==> src/svs_pkg.sv <==
// package: register map, field positions and timing for the slave verification status block
package svs_pkg;
	// word indices of the registers; the byte address is four times the index
	localparam int unsigned IDX_REG_TBL_OUT = 0;
	localparam int unsigned IDX_REG_TBL_IN  = 1;
	localparam int unsigned IDX_MON_TIME    = 2;
	localparam int unsigned IDX_NET_STATUS  = 4;
	localparam int unsigned IDX_STOP_CAUSE  = 5;
	localparam int unsigned IDX_MISS_OUT    = 6;
	localparam int unsigned IDX_MISS_IN     = 7;
	localparam int unsigned IDX_UNREG_OUT   = 8;
	localparam int unsigned IDX_UNREG_IN    = 9;
	localparam int unsigned IDX_CTRL        = 10;
	localparam int unsigned IDX_IRQ_STATUS  = 11;
	localparam int unsigned IDX_IRQ_MASK    = 12;
	localparam logic [11:0] ADDR_REG_TBL_OUT = 12'(IDX_REG_TBL_OUT * 4);
	localparam logic [11:0] ADDR_REG_TBL_IN  = 12'(IDX_REG_TBL_IN * 4);
	localparam logic [11:0] ADDR_MON_TIME    = 12'(IDX_MON_TIME * 4);
	localparam logic [11:0] ADDR_NET_STATUS  = 12'(IDX_NET_STATUS * 4);
	localparam logic [11:0] ADDR_STOP_CAUSE  = 12'(IDX_STOP_CAUSE * 4);
	localparam logic [11:0] ADDR_MISS_OUT    = 12'(IDX_MISS_OUT * 4);
	localparam logic [11:0] ADDR_MISS_IN     = 12'(IDX_MISS_IN * 4);
	localparam logic [11:0] ADDR_UNREG_OUT   = 12'(IDX_UNREG_OUT * 4);
	localparam logic [11:0] ADDR_UNREG_IN    = 12'(IDX_UNREG_IN * 4);
	localparam logic [11:0] ADDR_CTRL        = 12'(IDX_CTRL * 4);
	localparam logic [11:0] ADDR_IRQ_STATUS  = 12'(IDX_IRQ_STATUS * 4);
	localparam logic [11:0] ADDR_IRQ_MASK    = 12'(IDX_IRQ_MASK * 4);
	// network status word fields
	localparam int unsigned BIT_REG_DONE  = 0;
	localparam int unsigned BIT_MISSING   = 8;
	localparam int unsigned BIT_UNREG     = 9;
	localparam int unsigned BIT_STOPPED   = 10;
	localparam int unsigned BIT_ERROR     = 15;
	// stop cause word fields
	localparam int unsigned BIT_STOP_TYPE = 15;
	localparam int unsigned NODE_W        = 8;
	// control register field
	localparam int unsigned BIT_STOP_MODE = 0;
	// interrupt status bits
	localparam int unsigned IRQ_REG_DONE = 0;
	localparam int unsigned IRQ_MISSING  = 1;
	localparam int unsigned IRQ_UNREG    = 2;
	localparam int unsigned IRQ_STOPPED  = 3;
	localparam int unsigned IRQ_W        = 4;
	// monitoring time
	localparam logic [15:0] MON_TIME_RESET   = 16'h0000;
	localparam logic [15:0] MON_TIME_MAX     = 16'hFFDC;
	localparam logic [15:0] MON_DEFAULT_MS   = 16'h07D0; // 2000 ms
	localparam int unsigned CLK_HZ           = 125_000_000;
	localparam int unsigned MS_PER_S         = 1000;
	localparam int unsigned CYCLES_PER_MS    = CLK_HZ / MS_PER_S;
endpackage

==> src/svs_ms_tick.sv <==
// module: millisecond enable divider
`timescale 1ns/1ns
module svs_ms_tick #(
	parameter int unsigned CYCLES = svs_pkg::CYCLES_PER_MS
) (
	input  wire logic pclk,
	input  wire logic presetn,
	input  wire logic clr,
	output logic      tick
);
	logic [31:0] cnt_q;

	always_ff @(posedge pclk or negedge presetn) begin
		if (!presetn) begin
			cnt_q <= 32'h0000_0000;
			tick  <= 1'b0;
		end else if (clr) begin
			cnt_q <= 32'h0000_0000;
			tick  <= 1'b0;
		end else if (cnt_q == 32'(CYCLES - 1)) begin
			cnt_q <= 32'h0000_0000;
			tick  <= 1'b1;
		end else begin
			cnt_q <= cnt_q + 32'h0000_0001;
			tick  <= 1'b0;
		end
	end
endmodule

==> src/slave_verification_status.sv <==
// module: slave registration verification and communications-stop status words
//
// The APB register port was decided locally.
`timescale 1ns/1ns
module slave_verification_status #(
	parameter int unsigned MS_CYCLES = svs_pkg::CYCLES_PER_MS
) (
	input  wire logic        pclk,
	input  wire logic        presetn,
	input  wire logic        psel,
	input  wire logic        penable,
	input  wire logic        pwrite,
	input  wire logic [11:0] paddr,
	input  wire logic [31:0] pwdata,
	output logic      [31:0] prdata,
	output logic             pready,
	output logic             pslverr,
	input  wire logic [15:0] joined_out,
	input  wire logic [15:0] joined_in,
	input  wire logic        comm_error,
	input  wire logic [3:0]  err_node,
	input  wire logic        err_is_input,
	output logic             irq
);
	// ------------------------------------------------------------
	// state
	// ------------------------------------------------------------
	typedef enum logic [1:0] {
		MON_WAIT  = 2'b00,
		MON_CHECK = 2'b01
	} mon_state_t;

	mon_state_t  state_q;
	logic [15:0] tbl_out_q, tbl_in_q, mon_time_q;
	logic        stop_mode_q;
	logic [15:0] elapsed_q;
	logic        done_q, unreg_q, stopped_q;
	logic [15:0] miss_out_q, miss_in_q, unreg_out_q, unreg_in_q;
	localparam int unsigned NODE_W_L = svs_pkg::NODE_W;
	logic [NODE_W_L-1:0] stop_node_q;
	logic        stop_type_q;
	logic [svs_pkg::IRQ_W-1:0] irq_sts_q, irq_mask_q, irq_evt;
	logic        ms_tick, wr_en, rd_en, addr_ok;
	logic [15:0] limit_ms, net_status, stop_cause;
	logic [15:0] unreg_out_now, unreg_in_now;
	logic        missing;

	// write lands on the completing edge only, so a w1c clear cannot hit a fresh event
	assign wr_en = psel && penable && pwrite && pready;
	assign rd_en = psel && !penable && !pwrite;

	// divider idles once the window has closed; nothing counts milliseconds after it
	svs_ms_tick #(.CYCLES(MS_CYCLES)) u_tick (
		.pclk    (pclk),
		.presetn (presetn),
		.clr     (state_q == MON_CHECK),
		.tick    (ms_tick)
	);

	// ------------------------------------------------------------
	// monitoring window
	// ------------------------------------------------------------
	assign limit_ms = (mon_time_q == svs_pkg::MON_TIME_RESET) ? svs_pkg::MON_DEFAULT_MS :
		(mon_time_q > svs_pkg::MON_TIME_MAX) ? svs_pkg::MON_TIME_MAX : mon_time_q;

	always_ff @(posedge pclk or negedge presetn) begin
		if (!presetn) begin
			state_q   <= MON_WAIT;
			elapsed_q <= 16'h0000;
		end else begin
			unique case (state_q)
				MON_WAIT: begin
					if (ms_tick) begin
						elapsed_q <= elapsed_q + 16'h0001;
						if (elapsed_q + 16'h0001 >= limit_ms) begin
							state_q <= MON_CHECK;
						end
					end
				end
				MON_CHECK: begin
					state_q <= MON_CHECK;
				end
				default: state_q <= MON_WAIT;
			endcase
		end
	end

	// ------------------------------------------------------------
	// verification flags
	// ------------------------------------------------------------
	assign unreg_out_now = joined_out & ~tbl_out_q;
	assign unreg_in_now  = joined_in & ~tbl_in_q;
	assign missing       = (miss_out_q | miss_in_q) != 16'h0000;

	always_ff @(posedge pclk or negedge presetn) begin
		if (!presetn) begin
			done_q <= 1'b0;
		end else if (state_q == MON_WAIT && (tbl_out_q | tbl_in_q) != 16'h0000
			&& (tbl_out_q & ~joined_out) == 16'h0000
			&& (tbl_in_q & ~joined_in) == 16'h0000) begin
			done_q <= 1'b1;
		end
	end

	always_ff @(posedge pclk or negedge presetn) begin
		if (!presetn) begin
			miss_out_q <= 16'h0000;
			miss_in_q  <= 16'h0000;
		end else if (state_q == MON_CHECK) begin
			// only nodes still absent stay flagged; a join drops the bit
			miss_out_q <= miss_out_q & ~joined_out;
			miss_in_q  <= miss_in_q & ~joined_in;
		end else if (ms_tick && elapsed_q + 16'h0001 >= limit_ms) begin
			miss_out_q <= tbl_out_q & ~joined_out;
			miss_in_q  <= tbl_in_q & ~joined_in;
		end
	end

	always_ff @(posedge pclk or negedge presetn) begin
		if (!presetn) begin
			unreg_out_q <= 16'h0000;
			unreg_in_q  <= 16'h0000;
			unreg_q     <= 1'b0;
		end else begin
			unreg_out_q <= unreg_out_q | unreg_out_now;
			unreg_in_q  <= unreg_in_q | unreg_in_now;
			if ((unreg_out_now | unreg_in_now) != 16'h0000) begin
				unreg_q <= 1'b1;
			end
		end
	end

	always_ff @(posedge pclk or negedge presetn) begin
		if (!presetn) begin
			stopped_q   <= 1'b0;
			stop_node_q <= '0;
			stop_type_q <= 1'b0;
		end else if (stop_mode_q && comm_error && !stopped_q) begin
			// first fault is kept; later faults do not overwrite it
			stopped_q   <= 1'b1;
			stop_node_q <= {4'h0, err_node};
			stop_type_q <= err_is_input;
		end
	end

	assign net_status = {(missing | unreg_q | stopped_q), 4'h0, stopped_q, unreg_q, missing,
		7'h00, done_q};
	assign stop_cause = {stop_type_q, 7'h00, stop_node_q};

	// ------------------------------------------------------------
	// interrupts
	// ------------------------------------------------------------
	assign irq_evt = {(stop_mode_q && comm_error && !stopped_q),
		((unreg_out_now | unreg_in_now) != 16'h0000 && !unreg_q),
		(state_q == MON_WAIT && ms_tick && elapsed_q + 16'h0001 >= limit_ms
			&& ((tbl_out_q & ~joined_out) | (tbl_in_q & ~joined_in)) != 16'h0000),
		(!done_q && state_q == MON_WAIT && (tbl_out_q | tbl_in_q) != 16'h0000
			&& (tbl_out_q & ~joined_out) == 16'h0000 && (tbl_in_q & ~joined_in) == 16'h0000)};

	always_ff @(posedge pclk or negedge presetn) begin
		if (!presetn) begin
			irq_sts_q <= '0;
		end else if (wr_en && paddr == svs_pkg::ADDR_IRQ_STATUS) begin
			// set wins over a write-one clear in the same cycle
			irq_sts_q <= (irq_sts_q & ~pwdata[svs_pkg::IRQ_W-1:0]) | irq_evt;
		end else begin
			irq_sts_q <= irq_sts_q | irq_evt;
		end
	end

	always_ff @(posedge pclk or negedge presetn) begin
		if (!presetn) begin
			irq <= 1'b0;
		end else begin
			irq <= (irq_sts_q & irq_mask_q) != '0;
		end
	end

	// ------------------------------------------------------------
	// apb writes
	// ------------------------------------------------------------
	always_ff @(posedge pclk or negedge presetn) begin
		if (!presetn) begin
			tbl_out_q   <= 16'h0000;
			tbl_in_q    <= 16'h0000;
			mon_time_q  <= svs_pkg::MON_TIME_RESET;
			stop_mode_q <= 1'b0;
			irq_mask_q  <= '0;
		end else if (wr_en) begin
			unique case (paddr)
				svs_pkg::ADDR_REG_TBL_OUT: tbl_out_q <= pwdata[15:0];
				svs_pkg::ADDR_REG_TBL_IN:  tbl_in_q <= pwdata[15:0];
				svs_pkg::ADDR_MON_TIME:    mon_time_q <= pwdata[15:0];
				svs_pkg::ADDR_CTRL:        stop_mode_q <= pwdata[svs_pkg::BIT_STOP_MODE];
				svs_pkg::ADDR_IRQ_MASK:    irq_mask_q <= pwdata[svs_pkg::IRQ_W-1:0];
				default: begin
				end
			endcase
		end
	end

	// ------------------------------------------------------------
	// apb reads: data registered in setup, ready in access
	// ------------------------------------------------------------
	always_comb begin
		addr_ok = 1'b1;
		unique case (paddr)
			svs_pkg::ADDR_REG_TBL_OUT, svs_pkg::ADDR_REG_TBL_IN, svs_pkg::ADDR_MON_TIME,
			svs_pkg::ADDR_NET_STATUS, svs_pkg::ADDR_STOP_CAUSE, svs_pkg::ADDR_MISS_OUT,
			svs_pkg::ADDR_MISS_IN, svs_pkg::ADDR_UNREG_OUT, svs_pkg::ADDR_UNREG_IN,
			svs_pkg::ADDR_CTRL, svs_pkg::ADDR_IRQ_STATUS, svs_pkg::ADDR_IRQ_MASK: addr_ok = 1'b1;
			default: addr_ok = 1'b0;
		endcase
	end

	always_ff @(posedge pclk or negedge presetn) begin
		if (!presetn) begin
			prdata <= 32'h0000_0000;
		end else if (rd_en) begin
			unique case (paddr)
				svs_pkg::ADDR_REG_TBL_OUT: prdata <= {16'h0000, tbl_out_q};
				svs_pkg::ADDR_REG_TBL_IN:  prdata <= {16'h0000, tbl_in_q};
				svs_pkg::ADDR_MON_TIME:    prdata <= {16'h0000, mon_time_q};
				svs_pkg::ADDR_NET_STATUS:  prdata <= {16'h0000, net_status};
				svs_pkg::ADDR_STOP_CAUSE:  prdata <= {16'h0000, stop_cause};
				svs_pkg::ADDR_MISS_OUT:    prdata <= {16'h0000, miss_out_q};
				svs_pkg::ADDR_MISS_IN:     prdata <= {16'h0000, miss_in_q};
				svs_pkg::ADDR_UNREG_OUT:   prdata <= {16'h0000, unreg_out_q};
				svs_pkg::ADDR_UNREG_IN:    prdata <= {16'h0000, unreg_in_q};
				svs_pkg::ADDR_CTRL:        prdata <= {31'h0000_0000, stop_mode_q};
				svs_pkg::ADDR_IRQ_STATUS:  prdata <= {28'h000_0000, irq_sts_q};
				svs_pkg::ADDR_IRQ_MASK:    prdata <= {28'h000_0000, irq_mask_q};
				default:                   prdata <= 32'h0000_0000;
			endcase
		end
	end

	always_ff @(posedge pclk or negedge presetn) begin
		if (!presetn) begin
			pready  <= 1'b0;
			pslverr <= 1'b0;
		end else begin
			// one wait state: every access ends on the second access-phase edge
			pready  <= psel && penable && !pready;
			pslverr <= psel && penable && !pready && !addr_ok;
		end
	end
endmodule

==> config.mk <==
export PLATFORM = sky130hd
export DESIGN_NAME = slave_verification_status
export DESIGN_NICKNAME = d
export VERILOG_FILES = /design/src/svs_pkg.sv /design/src/svs_ms_tick.sv /design/src/slave_verification_status.sv
export SDC_FILE = /design/constraint.sdc
export NUM_CORES = 1
export LEC_CHECK = 0
export ABC_AREA = 1
export BUFFER_PORTS_ARGS = -buffer_cell sky130_fd_sc_hd__buf_2
export CAP_MARGIN = 20
export CORE_MARGIN = 3
export CORE_UTILIZATION = 60
export CTS_CLUSTER_SIZE = 10
export DETAILED_ROUTE_END_ITERATION = 10
export PLACE_DENSITY = 0.81
export SYNTH_ARGS = -nofsm -noshare
export SYNTH_HDL_FRONTEND = slang
export SYNTH_HIERARCHICAL = 1
export SYNTH_SLANG_ARGS = --single-unit
export TNS_END_PERCENT = 30
==> constraint.sdc <==
create_clock -name pclk -period 3.22 [get_ports pclk]
set_clock_uncertainty 0.2 [all_clocks]
set_input_delay 0.644 -clock pclk [delete_from_list [all_inputs] [get_ports pclk]]
set_output_delay 0.644 -clock pclk [all_outputs]
set_load 0.02 [all_outputs]
==> Implementation_results.wiki, run 1 <==
{| class="wikitable"
! Metric !! Value
|-
| Mapped cell area || around 0.012 mm²
|-
| Total negative slack for setup checks || 0 ps
|-
| Wire length per cell || around 17 µm
|-
| Cell with the most instances after synthesis || nand2_1
|-
| Num ports || roughly 120
|-
| CTS buffer count || 17
|-
| Area of the core || approximately 0.019 mm²
|-
| Residual DRC count || 0
|-
| Share of post-route cells with drive strength above 1 || 13.2%
|-
| Die height || approximately 150 µm
|-
| TritonCTS clock tree || done
|-
| Clock-pin slew on the worst setup and hold paths || about 80 ps
|-
| HPWL after DPL || between 20,000 and 30,000 µm
|-
| Residual overflow from global routing || 0
|-
| Reported net switching power || roughly 1200 µW
|-
| Global-route wire length before repair || 55,700 µm
|-
| Seq/Total Area, Yosys || a little over two fifths
|-
| CP endpoint kind || flip-flop
|-
| Number of placement rows || 50
|-
| Yosys warning total || 6
|-
| MaxCap Viol Count || 0
|-
| Transition time of the tightest slew-check pin || around 840 ps
|-
| Max FO, Critical Path || 16
|-
| Run status || finished clean
|-
| CTS HTree Levels || 4
|-
| Synth-to-Final Area Change || 11.5%
|-
| Drt initial violations || 1,225
|-
| Antenna-violating nets left || 0
|-
| Post-layout power || ~4800 µW
|-
| Remaining max-slew budget at the tightest pin || about 44%
|-
| Average cell area after synthesis || approximately 7.0 µm²
|-
| Max Fclk || about 0.33 GHz
|-
| Vias || 11,600
|-
| Total Wirelength || roughly 35,000 µm
|-
| Commonest register cell after synthesis || dfrtp_1
|-
| Largest net degree at the start of global routing || 75
|-
| Largest reg by FF count || u_tick/cnt_q
|-
| Number of synthesized register bits || just under 200
|-
| Number of sinks handled by clock tree synthesis || a little under 200
|-
| Commonest cells in the netlist || nand2_1, nor2_1, dfrtp_1
|-
| Overall routing resource usage || roughly 33%
|-
| Area of the die || 0.0215 mm²
|-
| Data required time of the worst path || roughly 3400 ps
|-
| Final critical delay including setup and external delays || around 3000 ps
|-
| Worst setup path category || reg -> reg
|-
| Sequential Power Share || 51.6%
|-
| Worst supply voltage drop on vdd || 0.354 mV
|-
| Post-route worst hold slack || between 200 and 250 ps
|-
| Internal power contribution || roughly 3600 µW
|-
| Starting utilization of the core area || roughly 62%
|-
| Share of flip-flops with an asynchronous set or reset || between 90% and 100%
|-
| Data arrival, critical path || about 3200 ps
|-
| Synth top area share || a little over two fifths
|-
| Class of the tightest hold or removal check || in -> reg
|-
| Count of antenna diodes in the layout || 0
|-
| Gate count after technology mapping || between 1,500 and 2,000
|-
| Drt first pass iters || 6
|-
| Routability Congestion || between 0.9 and 1
|-
| Proportion of power drawn by the clock network || between 40 and 50%
|-
| Setup slack on the worst flop-to-flop path || approximately 200 ps
|-
| Via density per instance || 5.67
|-
| Switching portion of total power || 25.3%
|-
| Number of pins with negative max-slew slack in the final report || 0
|-
| Net count of the finished layout || between 1,500 and 2,000
|-
| Port bufs || 89
|-
| Static leakage power || 0.00674 µW
|-
| Initial antenna violation count || 0
|-
| Cell at the root of the clock tree || clkbuf_16
|-
| Period Utilization, post-route || about 94%
|-
| Maximum count of clock buffers along a single path || 2
|-
| Synth area leaders || dfrtp_1, nand2_1, nor2_1, nand3_1, inv_1
|-
| Total of endpoints with negative setup slack in the final report || 0
|-
| Hold Vio Cnt, Final || 0
|-
| CP Launch Type || flip-flop
|-
| Number of synthesized flops with an enable pin || 0
|-
| Power Density || 365 mW/mm²
|-
| Cell taking the most area after synthesis || dfrtp_1
|-
| Number of global-route vias before repair || 10,800
|-
| Insertion delay of the later-clocked pin in the worst-skew pair || roughly 440 ps
|-
| Largest register FFs || 32
|-
| Die width || around 150 µm
|-
| Unique masters post-synth || 45
|-
| Part of the total power dissipated in combinational logic || between 4 and 5%
|}
## layout by cell type, fill, tap and decap left out, drive strengths merged
master,Yosys,final
buf,40,108
nand2,497,497
clkinvlp,0,4
o2111ai,5,5
nand3b,1,1
nor2,268,268
o21bai,9,9
nand4,26,26
conb,1,16
or2,20,20
dfrtp,198,198
nand3,191,191
dlygate4sd3,0,1
o21ai,132,132
nor3,11,11
xor2,14,14
a41oi,1,1
ha,18,18
o21a,1,1
and2,2,2
mux2,5,5
clkinv,2,4
or3,1,1
xnor2,4,4
o22ai,1,1
nor3b,1,1
a21oi,7,7
clkbuf,18,21
nor4,7,7
inv,206,213
## power groups by stage
stage	Combinational (µW)	Clock [µW]	Sequential, µW
detailed placement	237	0	2540
finish	238	2100	2490
global placement	233	0	2540
CTS	239	2120	2490
global route	266	2220	2490
floorplan	109	0	2540
## per-stage QoR
step                      setup WS, ps  cell area, µm²  cells  util (%)
after detailed placement           112           12500   2007      65.7
after global routing             -15.8           13200   2047      69.3
after floorplan                    419           11900   1702         -
final                              195           13200   2047      69.3
after CTS                         66.3           13100   2040      68.7
after global placement             253           12500   2007      65.7
## path summary, 6_finish.rpt
path                                           from                          to  cells past startpoint
max in group asynchronous                   presetn    unreg_in_q[13]$_DFF_PN0_                      3
max                        elapsed_q[0]$_DFFE_PN0P_  miss_out_q[13]$_DFFE_PN0P_                     17
min reg2reg                unreg_out_q[2]$_DFF_PN0_    unreg_out_q[2]$_DFF_PN0_                      2
max reg2reg                elapsed_q[0]$_DFFE_PN0P_  miss_out_q[13]$_DFFE_PN0P_                     17
min                                    err_is_input     stop_type_q$_DFFE_PN0P_                      2
min in group asynchronous                   presetn    elapsed_q[5]$_DFFE_PN0P_                      2
## layout make-up
class,count,area (µm²)
well taps,260,325
inverters,208,791
flip-flops and latches,198,4960
multi-input cells,1238,5880
fillers,1691,5860
repair buffers,111,702
clock inverters,13,113
clock buffers,19,453
## cell families after synthesis
kind of cell / after synthesis / synth area share [%]
AND/OR/NAND/NOR: 1025 / 38.0
buffers and inverters: 266 / 9.45
flip-flops: 198 / 41.8
AO/OA/AOI/OAI: 156 / 7.02
adder cells (fa/ha/maj): 18 / 1.90
XOR/XNOR: 18 / 1.33
multiplexers: 5 / 0.475
other: 1 / 0.0316
## routing by layer
| metal | global-route usage (%) | wire (µm) | vias up |
|---|---|---|---|
| met2 | 49.9 | 15700 | 621 |
| met3 | 7.79 | 3570 | 111 |
| li1 | - | - | 5479 |
| met1 | 45.6 | 14400 | 5402 |
| met5 | 0 | 0 | - |
| met4 | 11.1 | 1240 | 0 |
## timing repair
action,4_1_cts,5_1_grt
hold buffers,1,0
setup buffers,0,6
resized for setup,0,10
endpoints found under the hold margin,31,0
setup endpoints to repair,0,33
## critical path, stage by stage (launching register included)
cell and delay, ps:
dfrtp_1 430, ha_1 260, nand3_2 130, nor2_1 70, nand2_1 80, nor2_1 50, or2_2 270, nand2_1 80
inv_1 60, ha_1 300, nand4_1 130, nor3_2 160, nand3_1 140, nand3_2 140, nand2_4 90, clkbuf_16 210
nand3_1 80, nand2_1 60
(Power assumes the default switching activity.)
==> inputs of run 2 (changes only) <==
--- a/config.mk
+++ b/config.mk
@@ -13,6 +13,7 @@
 export CTS_CLUSTER_SIZE = 10
 export DETAILED_ROUTE_END_ITERATION = 10
 export PLACE_DENSITY = 0.81
+export REMOVE_ABC_BUFFERS = 1
 export SYNTH_ARGS = -nofsm -noshare
 export SYNTH_HDL_FRONTEND = slang
 export SYNTH_HIERARCHICAL = 1
==> Implementation_results.wiki, run 2 (synthesis gave the netlist of run 1 again) <==
{| class="wikitable"
! Metric !! Value
|-
| Residual overflow from global routing || 0 (unchanged)
|-
| Wire length per cell || 17.8 µm (+4.0%)
|-
| Worst Setup Slack post-DPL || 33.4 ps (-79.0 ps)
|-
| HPWL after DPL || 26,400 µm (+4.1%)
|-
| MaxCap Viol Count || 0 (unchanged)
|-
| Post-route worst hold slack || -30.6 ps (-260 ps)
|-
| Share of the core filled with cells || 69.6% (+0.30 points)
|-
| GRT met1 Usage || 47.1% (+1.5 points)
|-
| Largest register FFs || 32 (unchanged)
|-
| Drt initial violations || 1,165 (-4.9%)
|-
| Area of the core || 0.0191 mm² (unchanged)
|-
| Violated checks || negative hold slack
|-
| Power Density || 372 mW/mm² (+2.2%)
|-
| Transition time of the tightest slew-check pin || 881 ps (+45.8 ps)
|-
| Count of antenna diodes in the layout || 0 (unchanged)
|-
| Insertion delay of the later-clocked pin in the worst-skew pair || 450 ps (about the same)
|-
| Data arrival, critical path || 3220 ps (+60 ps)
|-
| Largest reg by FF count || u_tick/cnt_q
|-
| Share of post-route cells with drive strength above 1 || 13.7% (+0.51 points)
|-
| Antenna-violating nets left || 0 (unchanged)
|-
| Synth-to-Final Area Change || 11.9%
|-
| Run status || finished with violations
|-
| Net count of the finished layout || 1,879 (unchanged)
|-
| Die height || 147 µm (unchanged)
|-
| TritonCTS clock tree || done
|-
| Largest net degree at the start of global routing || 87 (+16%)
|-
| Unrepaired setup endpoints after global routing || yes
|-
| Die width || 147 µm (unchanged)
|-
| Total of endpoints with negative setup slack in the final report || 0 (unchanged)
|-
| Slowest-stage cell, CP || dfrtp_2
|-
| Starting utilization of the core area || 62.2% (unchanged)
|-
| Worst supply voltage drop on vdd || 0.363 mV (+2.6%)
|-
| Cell at the root of the clock tree || clkbuf_16
|-
| Class of the tightest hold or removal check || in -> async
|-
| Critical Path, Cell by Cell || ha_4 > nand3_2 > nor2_2 > nand2_1 > nor2_2 > or2_2 > nand2_1 > inv_1 > ha_1 > nand4_1 > nor3_4 > nand3_2 > nand3_1 > nand2_2 > clkbuf_16 > nand3_1 > nand2_1
|-
| Buffers & Inverters on Critical Path || 2 (unchanged)
|-
| Post-layout power || 4950 µW (+2.6%)
|-
| Final critical delay including setup and external delays || 3080 ps (+58.1 ps)
|-
| Period Utilization, post-route || 95.8% (+1.8 points)
|-
| Clock-pin slew on the worst setup and hold paths || 70 ps (about the same)
|-
| Number of placement rows || 50 (unchanged)
|-
| Overall routing resource usage || 34.0% (+1.5 points)
|-
| Total Wirelength || 36,400 µm (+4.0%)
|-
| Total negative slack for setup checks || 0 ps (unchanged)
|-
| Count of hold buffers inserted by post-cts repair || 0 (-1)
|-
| Minimum setup slack in the final design || 137 ps (-58.1 ps)
|-
| Area of the die || 0.0215 mm² (unchanged)
|-
| Via density per instance || 5.67 (about the same)
|-
| Static leakage power || 0.00672 µW (-0.27%)
|-
| Worst r2r src || elapsed_q[0]$_DFFE_PN0P_
|-
| Crit path largest cell delay || 450 ps (+20 ps)
|-
| Area occupied by multi-input gates || 0.00592 mm² (+0.66%)
|-
| CTS HTree Levels || 4 (unchanged)
|-
| Most frequent standard cell in the layout excluding fill and tap cells || nand2_1
|-
| Routability Congestion || 0.945 (-4.9%)
|-
| Number of sinks handled by clock tree synthesis || 198 (unchanged)
|-
| Top Usage Layer GRT || met2
|-
| Number of global-route vias before repair || 11,000 (+1.5%)
|-
| Drt first pass iters || 5 (-1)
|-
| Global-route wire length before repair || 57,800 µm (+3.7%)
|-
| Dominant cell type by count on the critical path || nand2_1
|-
| Worst Setup SP || elapsed_q[0]$_DFFE_PN0P_
|-
| Initial antenna violation count || 1 (+1)
|-
| Max FO, Critical Path || 16 (unchanged)
|-
| M3 GR Usage || 6.67% (-1.1 points)
|-
| CP Launch Type || flip-flop
|-
| Max Fclk || 0.324 GHz (-1.9%)
|-
| CP endpoint kind || flip-flop
|-
| CTS buffer count || 17 (unchanged)
|-
| Data required time of the worst path || 3350 ps (about the same)
|-
| Residual DRC count || 0 (unchanged)
|-
| Maximum count of clock buffers along a single path || 2 (unchanged)
|-
| Remaining max-slew budget at the tightest pin || 41.3% (-2.7 points)
|-
| Port bufs || 89 (unchanged)
|-
| Reg area || 0.00496 mm² (about the same)
|-
| Worst setup path category || reg -> reg
|-
| Number of pins with negative max-slew slack in the final report || 0 (unchanged)
|-
| Hold Vio Cnt, Final || 12 (+12)
|-
| Fillcell total || 1,651 (-2.4%)
|-
| Met2 usage || 52.6% (+2.7 points)
|-
| Num ports || 122 (unchanged)
|-
| Vias || 11,600 (-0.10%)
|-
| Commonest cells after routing, fill and taps aside || nand2_1, nor2_1, inv_1
|-
| Delay-heaviest family, CP || simple AND/OR/NAND/NOR gates
|}
[run 2: final cells by class]
type	instances	share of cell area, %
tap	260	2.45
sequential	198	37.4
clock inverter	11	1.05
clock buffer	20	3.44
timing repair buffer	111	5.17
inverter	208	5.95
multi-input combinational	1238	44.6
[run 2: stage by stage]
step                      instances  cell area [µm²]
after detailed placement       2010            12500
final                          2046            13300
after global placement         2010            12500
after CTS                      2041            13200
after floorplan                1644            11600
after global routing           2046            13300
[run 2: worst paths after layout]
check	to	slack (ps)	depth (start not counted)
max	miss_out_q[15]$_DFFE_PN0P_	140	17
min	irq_mask_q[2]$_DFFE_PN0P_	-30	1
max reg2reg	miss_out_q[15]$_DFFE_PN0P_	140	17
min reg2reg	unreg_out_q[4]$_DFF_PN0_	260	2
max in group asynchronous	mon_time_q[6]$_DFFE_PN0P_	2090	2
min in group pclk	stop_node_q[1]$_DFFE_PN0P_	230	2
[run 2: report_power, final]
part | switching, µW | total [µW] | internal, µW
Clock | 1020 | 2220 | 1200
Combinational | 179 | 239 | 60.3
Sequential | 1.24 | 2490 | 2490
[run 2: metal layers]
metal,wire length (µm),part of all wire [%],vias up
met1,14900,41,5353
met4,1580,4.3,2
met3,3540,9.7,118
met5,9,0.025,-
li1,-,-,5486
met2,16300,45,642
[run 2: repair_timing]
action                     4_1_cts  5_1_grt
setup endpoints to repair        1       33
pin swaps                        0        4
hold endpoints to repair         0        0
gates cloned                     0        1
gates resized for setup          2       19
setup buffers                    0        4
==> inputs of run 3 (changes only) <==
--- a/config.mk
+++ b/config.mk
@@ -12,7 +12,7 @@
 export CORE_UTILIZATION = 60
 export CTS_CLUSTER_SIZE = 10
 export DETAILED_ROUTE_END_ITERATION = 10
-export PLACE_DENSITY = 0.81
+export PLACE_DENSITY = 0.89
 export REMOVE_ABC_BUFFERS = 1
 export SYNTH_ARGS = -nofsm -noshare
 export SYNTH_HDL_FRONTEND = slang
==> Implementation_results.wiki, run 3 (synthesis gave the netlist of run 1 again) <==
{| class="wikitable"
! Metric !! Value
|-
| Buffers & Inverters on Critical Path || 2 (unchanged)
|-
| Final non-filler cell total || 2,043 (-0.15%)
|-
| Residual overflow from global routing || 0 (unchanged)
|-
| Run status || finished with violations
|-
| Remaining max-slew budget at the tightest pin || 52.5% (+11 points)
|-
| Delay-heaviest family, CP || simple AND/OR/NAND/NOR gates
|-
| Worst supply voltage drop on vdd || 0.361 mV (-0.56%)
|-
| Drt initial violations || 1,720 (+48%)
|-
| Num ports || 122 (unchanged)
|-
| Count of hold buffers inserted by post-cts repair || 0 (unchanged)
|-
| Initial antenna violation count || 1 (unchanged)
|-
| Placed cell count || 2,010 (unchanged)
|-
| MaxCap Viol Count || 0 (unchanged)
|-
| Insertion delay of the later-clocked pin in the worst-skew pair || 450 ps (about the same)
|-
| Worst r2r src || elapsed_q[0]$_DFFE_PN0P_
|-
| Switching portion of total power || 25.6% (+1.3 points)
|-
| Max Fclk || 0.330 GHz (+1.7%)
|-
| Commonest cells after routing, fill and taps aside || nand2_1, nor2_1, inv_1, dfrtp_1, nand3_1
|-
| Die height || 147 µm (unchanged)
|-
| CTS buffer count || 17 (unchanged)
|-
| CP endpoint kind || flip-flop
|-
| Number of global-route vias before repair || 11,200 (+2.3%)
|-
| Max FO, Critical Path || 32 (+16)
|-
| Global-route wire length before repair || 56,800 µm (-1.8%)
|-
| Area of the die || 0.0215 mm² (unchanged)
|-
| CP Launch Type || flip-flop
|-
| Period Utilization, post-route || 94.2% (-1.6 points)
|-
| Largest reg by FF count || u_tick/cnt_q
|-
| Power Density || 380 mW/mm² (+2.0%)
|-
| Part of the total power dissipated in combinational logic || 4.8% (about the same)
|-
| Synth-to-Final Area Change || 11.5%
|-
| Post-route worst hold slack || -13.3 ps (+17.3 ps)
|-
| Number of placement rows || 50 (unchanged)
|-
| Unrepaired setup endpoints after global routing || yes
|-
| Reported net switching power || 1290 µW (+7.2%)
|-
| Antenna-violating nets left || 0 (unchanged)
|-
| Total of endpoints with negative setup slack in the final report || 0 (unchanged)
|-
| Data arrival, critical path || 3210 ps (about the same)
|-
| Drt first pass iters || 10 (+5)
|-
| Total Wirelength || 35,700 µm (-1.9%)
|-
| Met2 usage || 51.1% (-1.5 points)
|-
| CTS HTree Levels || 4 (unchanged)
|-
| Worst Setup SP || elapsed_q[0]$_DFFE_PN0P_
|-
| Most frequent standard cell in the layout excluding fill and tap cells || nand2_1
|-
| Vias || 11,900 (+2.7%)
|-
| Residual DRC count || 1 (+1)
|-
| Port bufs || 89 (unchanged)
|-
| Proportion of power drawn by the clock network || 45.7% (+0.8 points)
|-
| Wire length per cell || 17.5 µm (-1.7%)
|-
| Starting utilization of the core area || 62.2% (unchanged)
|-
| Final critical delay including setup and external delays || 3030 ps (-51.1 ps)
|-
| Cell at the root of the clock tree || clkbuf_16
|-
| Share of post-route cells with drive strength above 1 || 12.9% (-0.76 points)
|-
| HPWL after DPL || 25,100 µm (-5.0%)
|-
| Class of the tightest hold or removal check || in -> async
|-
| Sequential Power Share || 49.5% (-0.8 points)
|-
| M3 GR Usage || 8.78% (+2.1 points)
|-
| Largest register FFs || 32 (unchanged)
|-
| Hold Vio Cnt, Final || 5 (-7)
|-
| Clock-pin slew on the worst setup and hold paths || 70 ps (about the same)
|-
| Net count of the finished layout || 1,875 (-0.21%)
|-
| Largest net degree at the start of global routing || 66 (-24%)
|-
| Die width || 147 µm (unchanged)
|-
| Via density per instance || 5.83 (+2.9%)
|-
| Violated checks || design-rule violations, negative hold slack
|-
| Count of antenna diodes in the layout || 0 (unchanged)
|-
| Setup slack on the worst flop-to-flop path || 190 ps (+50 ps)
|-
| Static leakage power || 0.00675 µW (+0.38%)
|-
| Crit path largest cell delay || 420 ps (-30 ps)
|-
| Maximum count of clock buffers along a single path || 2 (unchanged)
|-
| Number of pins with negative max-slew slack in the final report || 0 (unchanged)
|-
| Data required time of the worst path || 3400 ps (+50 ps)
|-
| Worst setup path category || reg -> reg
|-
| GRT met1 Usage || 44.9% (-2.2 points)
|-
| Routability Congestion || 0.938 (-0.79%)
|-
| Number of sinks handled by clock tree synthesis || 198 (unchanged)
|-
| Internal power contribution || 3740 µW (-0.11%)
|-
| Overall routing resource usage || 32.9% (-1.1 points)
|-
| Critical Path, Cell by Cell || ha_1 > nand3_1 > nor2_1 > nand2_1 > nor2_1 > or2_2 > nand2_1 > inv_1 > ha_1 > nand4_1 > nor3_2 > nand3_1 > nand4_1 > buf_12 > nand3_1 > nand2_1
|-
| Top Usage Layer GRT || met2
|-
| Transition time of the tightest slew-check pin || 711 ps (-170 ps)
|-
| Area of the core || 0.0191 mm² (unchanged)
|-
| Slowest-stage cell, CP || dfrtp_1
|-
| TritonCTS clock tree || done
|}
run 3: changes by cell type in the layout (fill, tap and decap cells not counted), sizes merged:
cell	change
clkinv	+1
inv	+3
clkbuf	-3
buf	-4
run 3: metrics by stage:
step / util (%) / worst slack [ps] / instance area [µm²] / setup TNS, ps / power, µW
6_report: 69.3 / 188 / 13200 / 0 / 5030
3_5_place_dp: 65.8 / 178 / 12500 / 0 / 2770
2_1_floorplan: - / -903 / 11600 / -28890 / 2630
4_1_cts: 69.1 / 157 / 13200 / 0 / 5040
3_3_place_gp: 65.8 / 294 / 12500 / 0 / 2770
5_1_grt: 69.3 / -9.37 / 13200 / -19.4 / 5150
run 3: metal layers:
metal  up-vias  wire, µm
met2       839     16000
met5         -         0
met3       141      4810
met1      5459     13600
li1       5476         -
met4         0      1320
run 3: final cells by class:
type | count | area [µm²]
clock inverter | 15 | 206
timing repair buffer | 107 | 657
clock buffer | 17 | 425
multi-input combinational | 1238 | 5870
sequential | 198 | 4960
inverter | 208 | 791
tap | 260 | 325
fill | 1528 | 5850
run 3: timing repair:
action,CTS,global route
setup buffers,0,0
endpoints found under the setup margin,0,33
resized for setup,0,8
run 3: path summary, 6_finish.rpt:
path | end | depth (start not counted)
hold / removal | mon_time_q[3]$_DFFE_PN0P_ | 1
min in group pclk | stop_type_q$_DFFE_PN0P_ | 2
setup / recovery | miss_in_q[5]$_DFFE_PN0P_ | 16
max in group asynchronous | miss_out_q[12]$_DFFE_PN0P_ | 2
hold reg to reg | unreg_out_q[1]$_DFF_PN0_ | 2
setup reg to reg | miss_in_q[5]$_DFFE_PN0P_ | 16
run 3: power by group through the flow:
stage                     logic (µW)  registers [µW]  clock network [µW]
final                            241            2490                2300
after global routing             265            2490                2400
after CTS                        240            2490                2310
after detailed placement         237            2540                   0
after global placement           234            2540                   0
after floorplan                 91.2            2540                   0
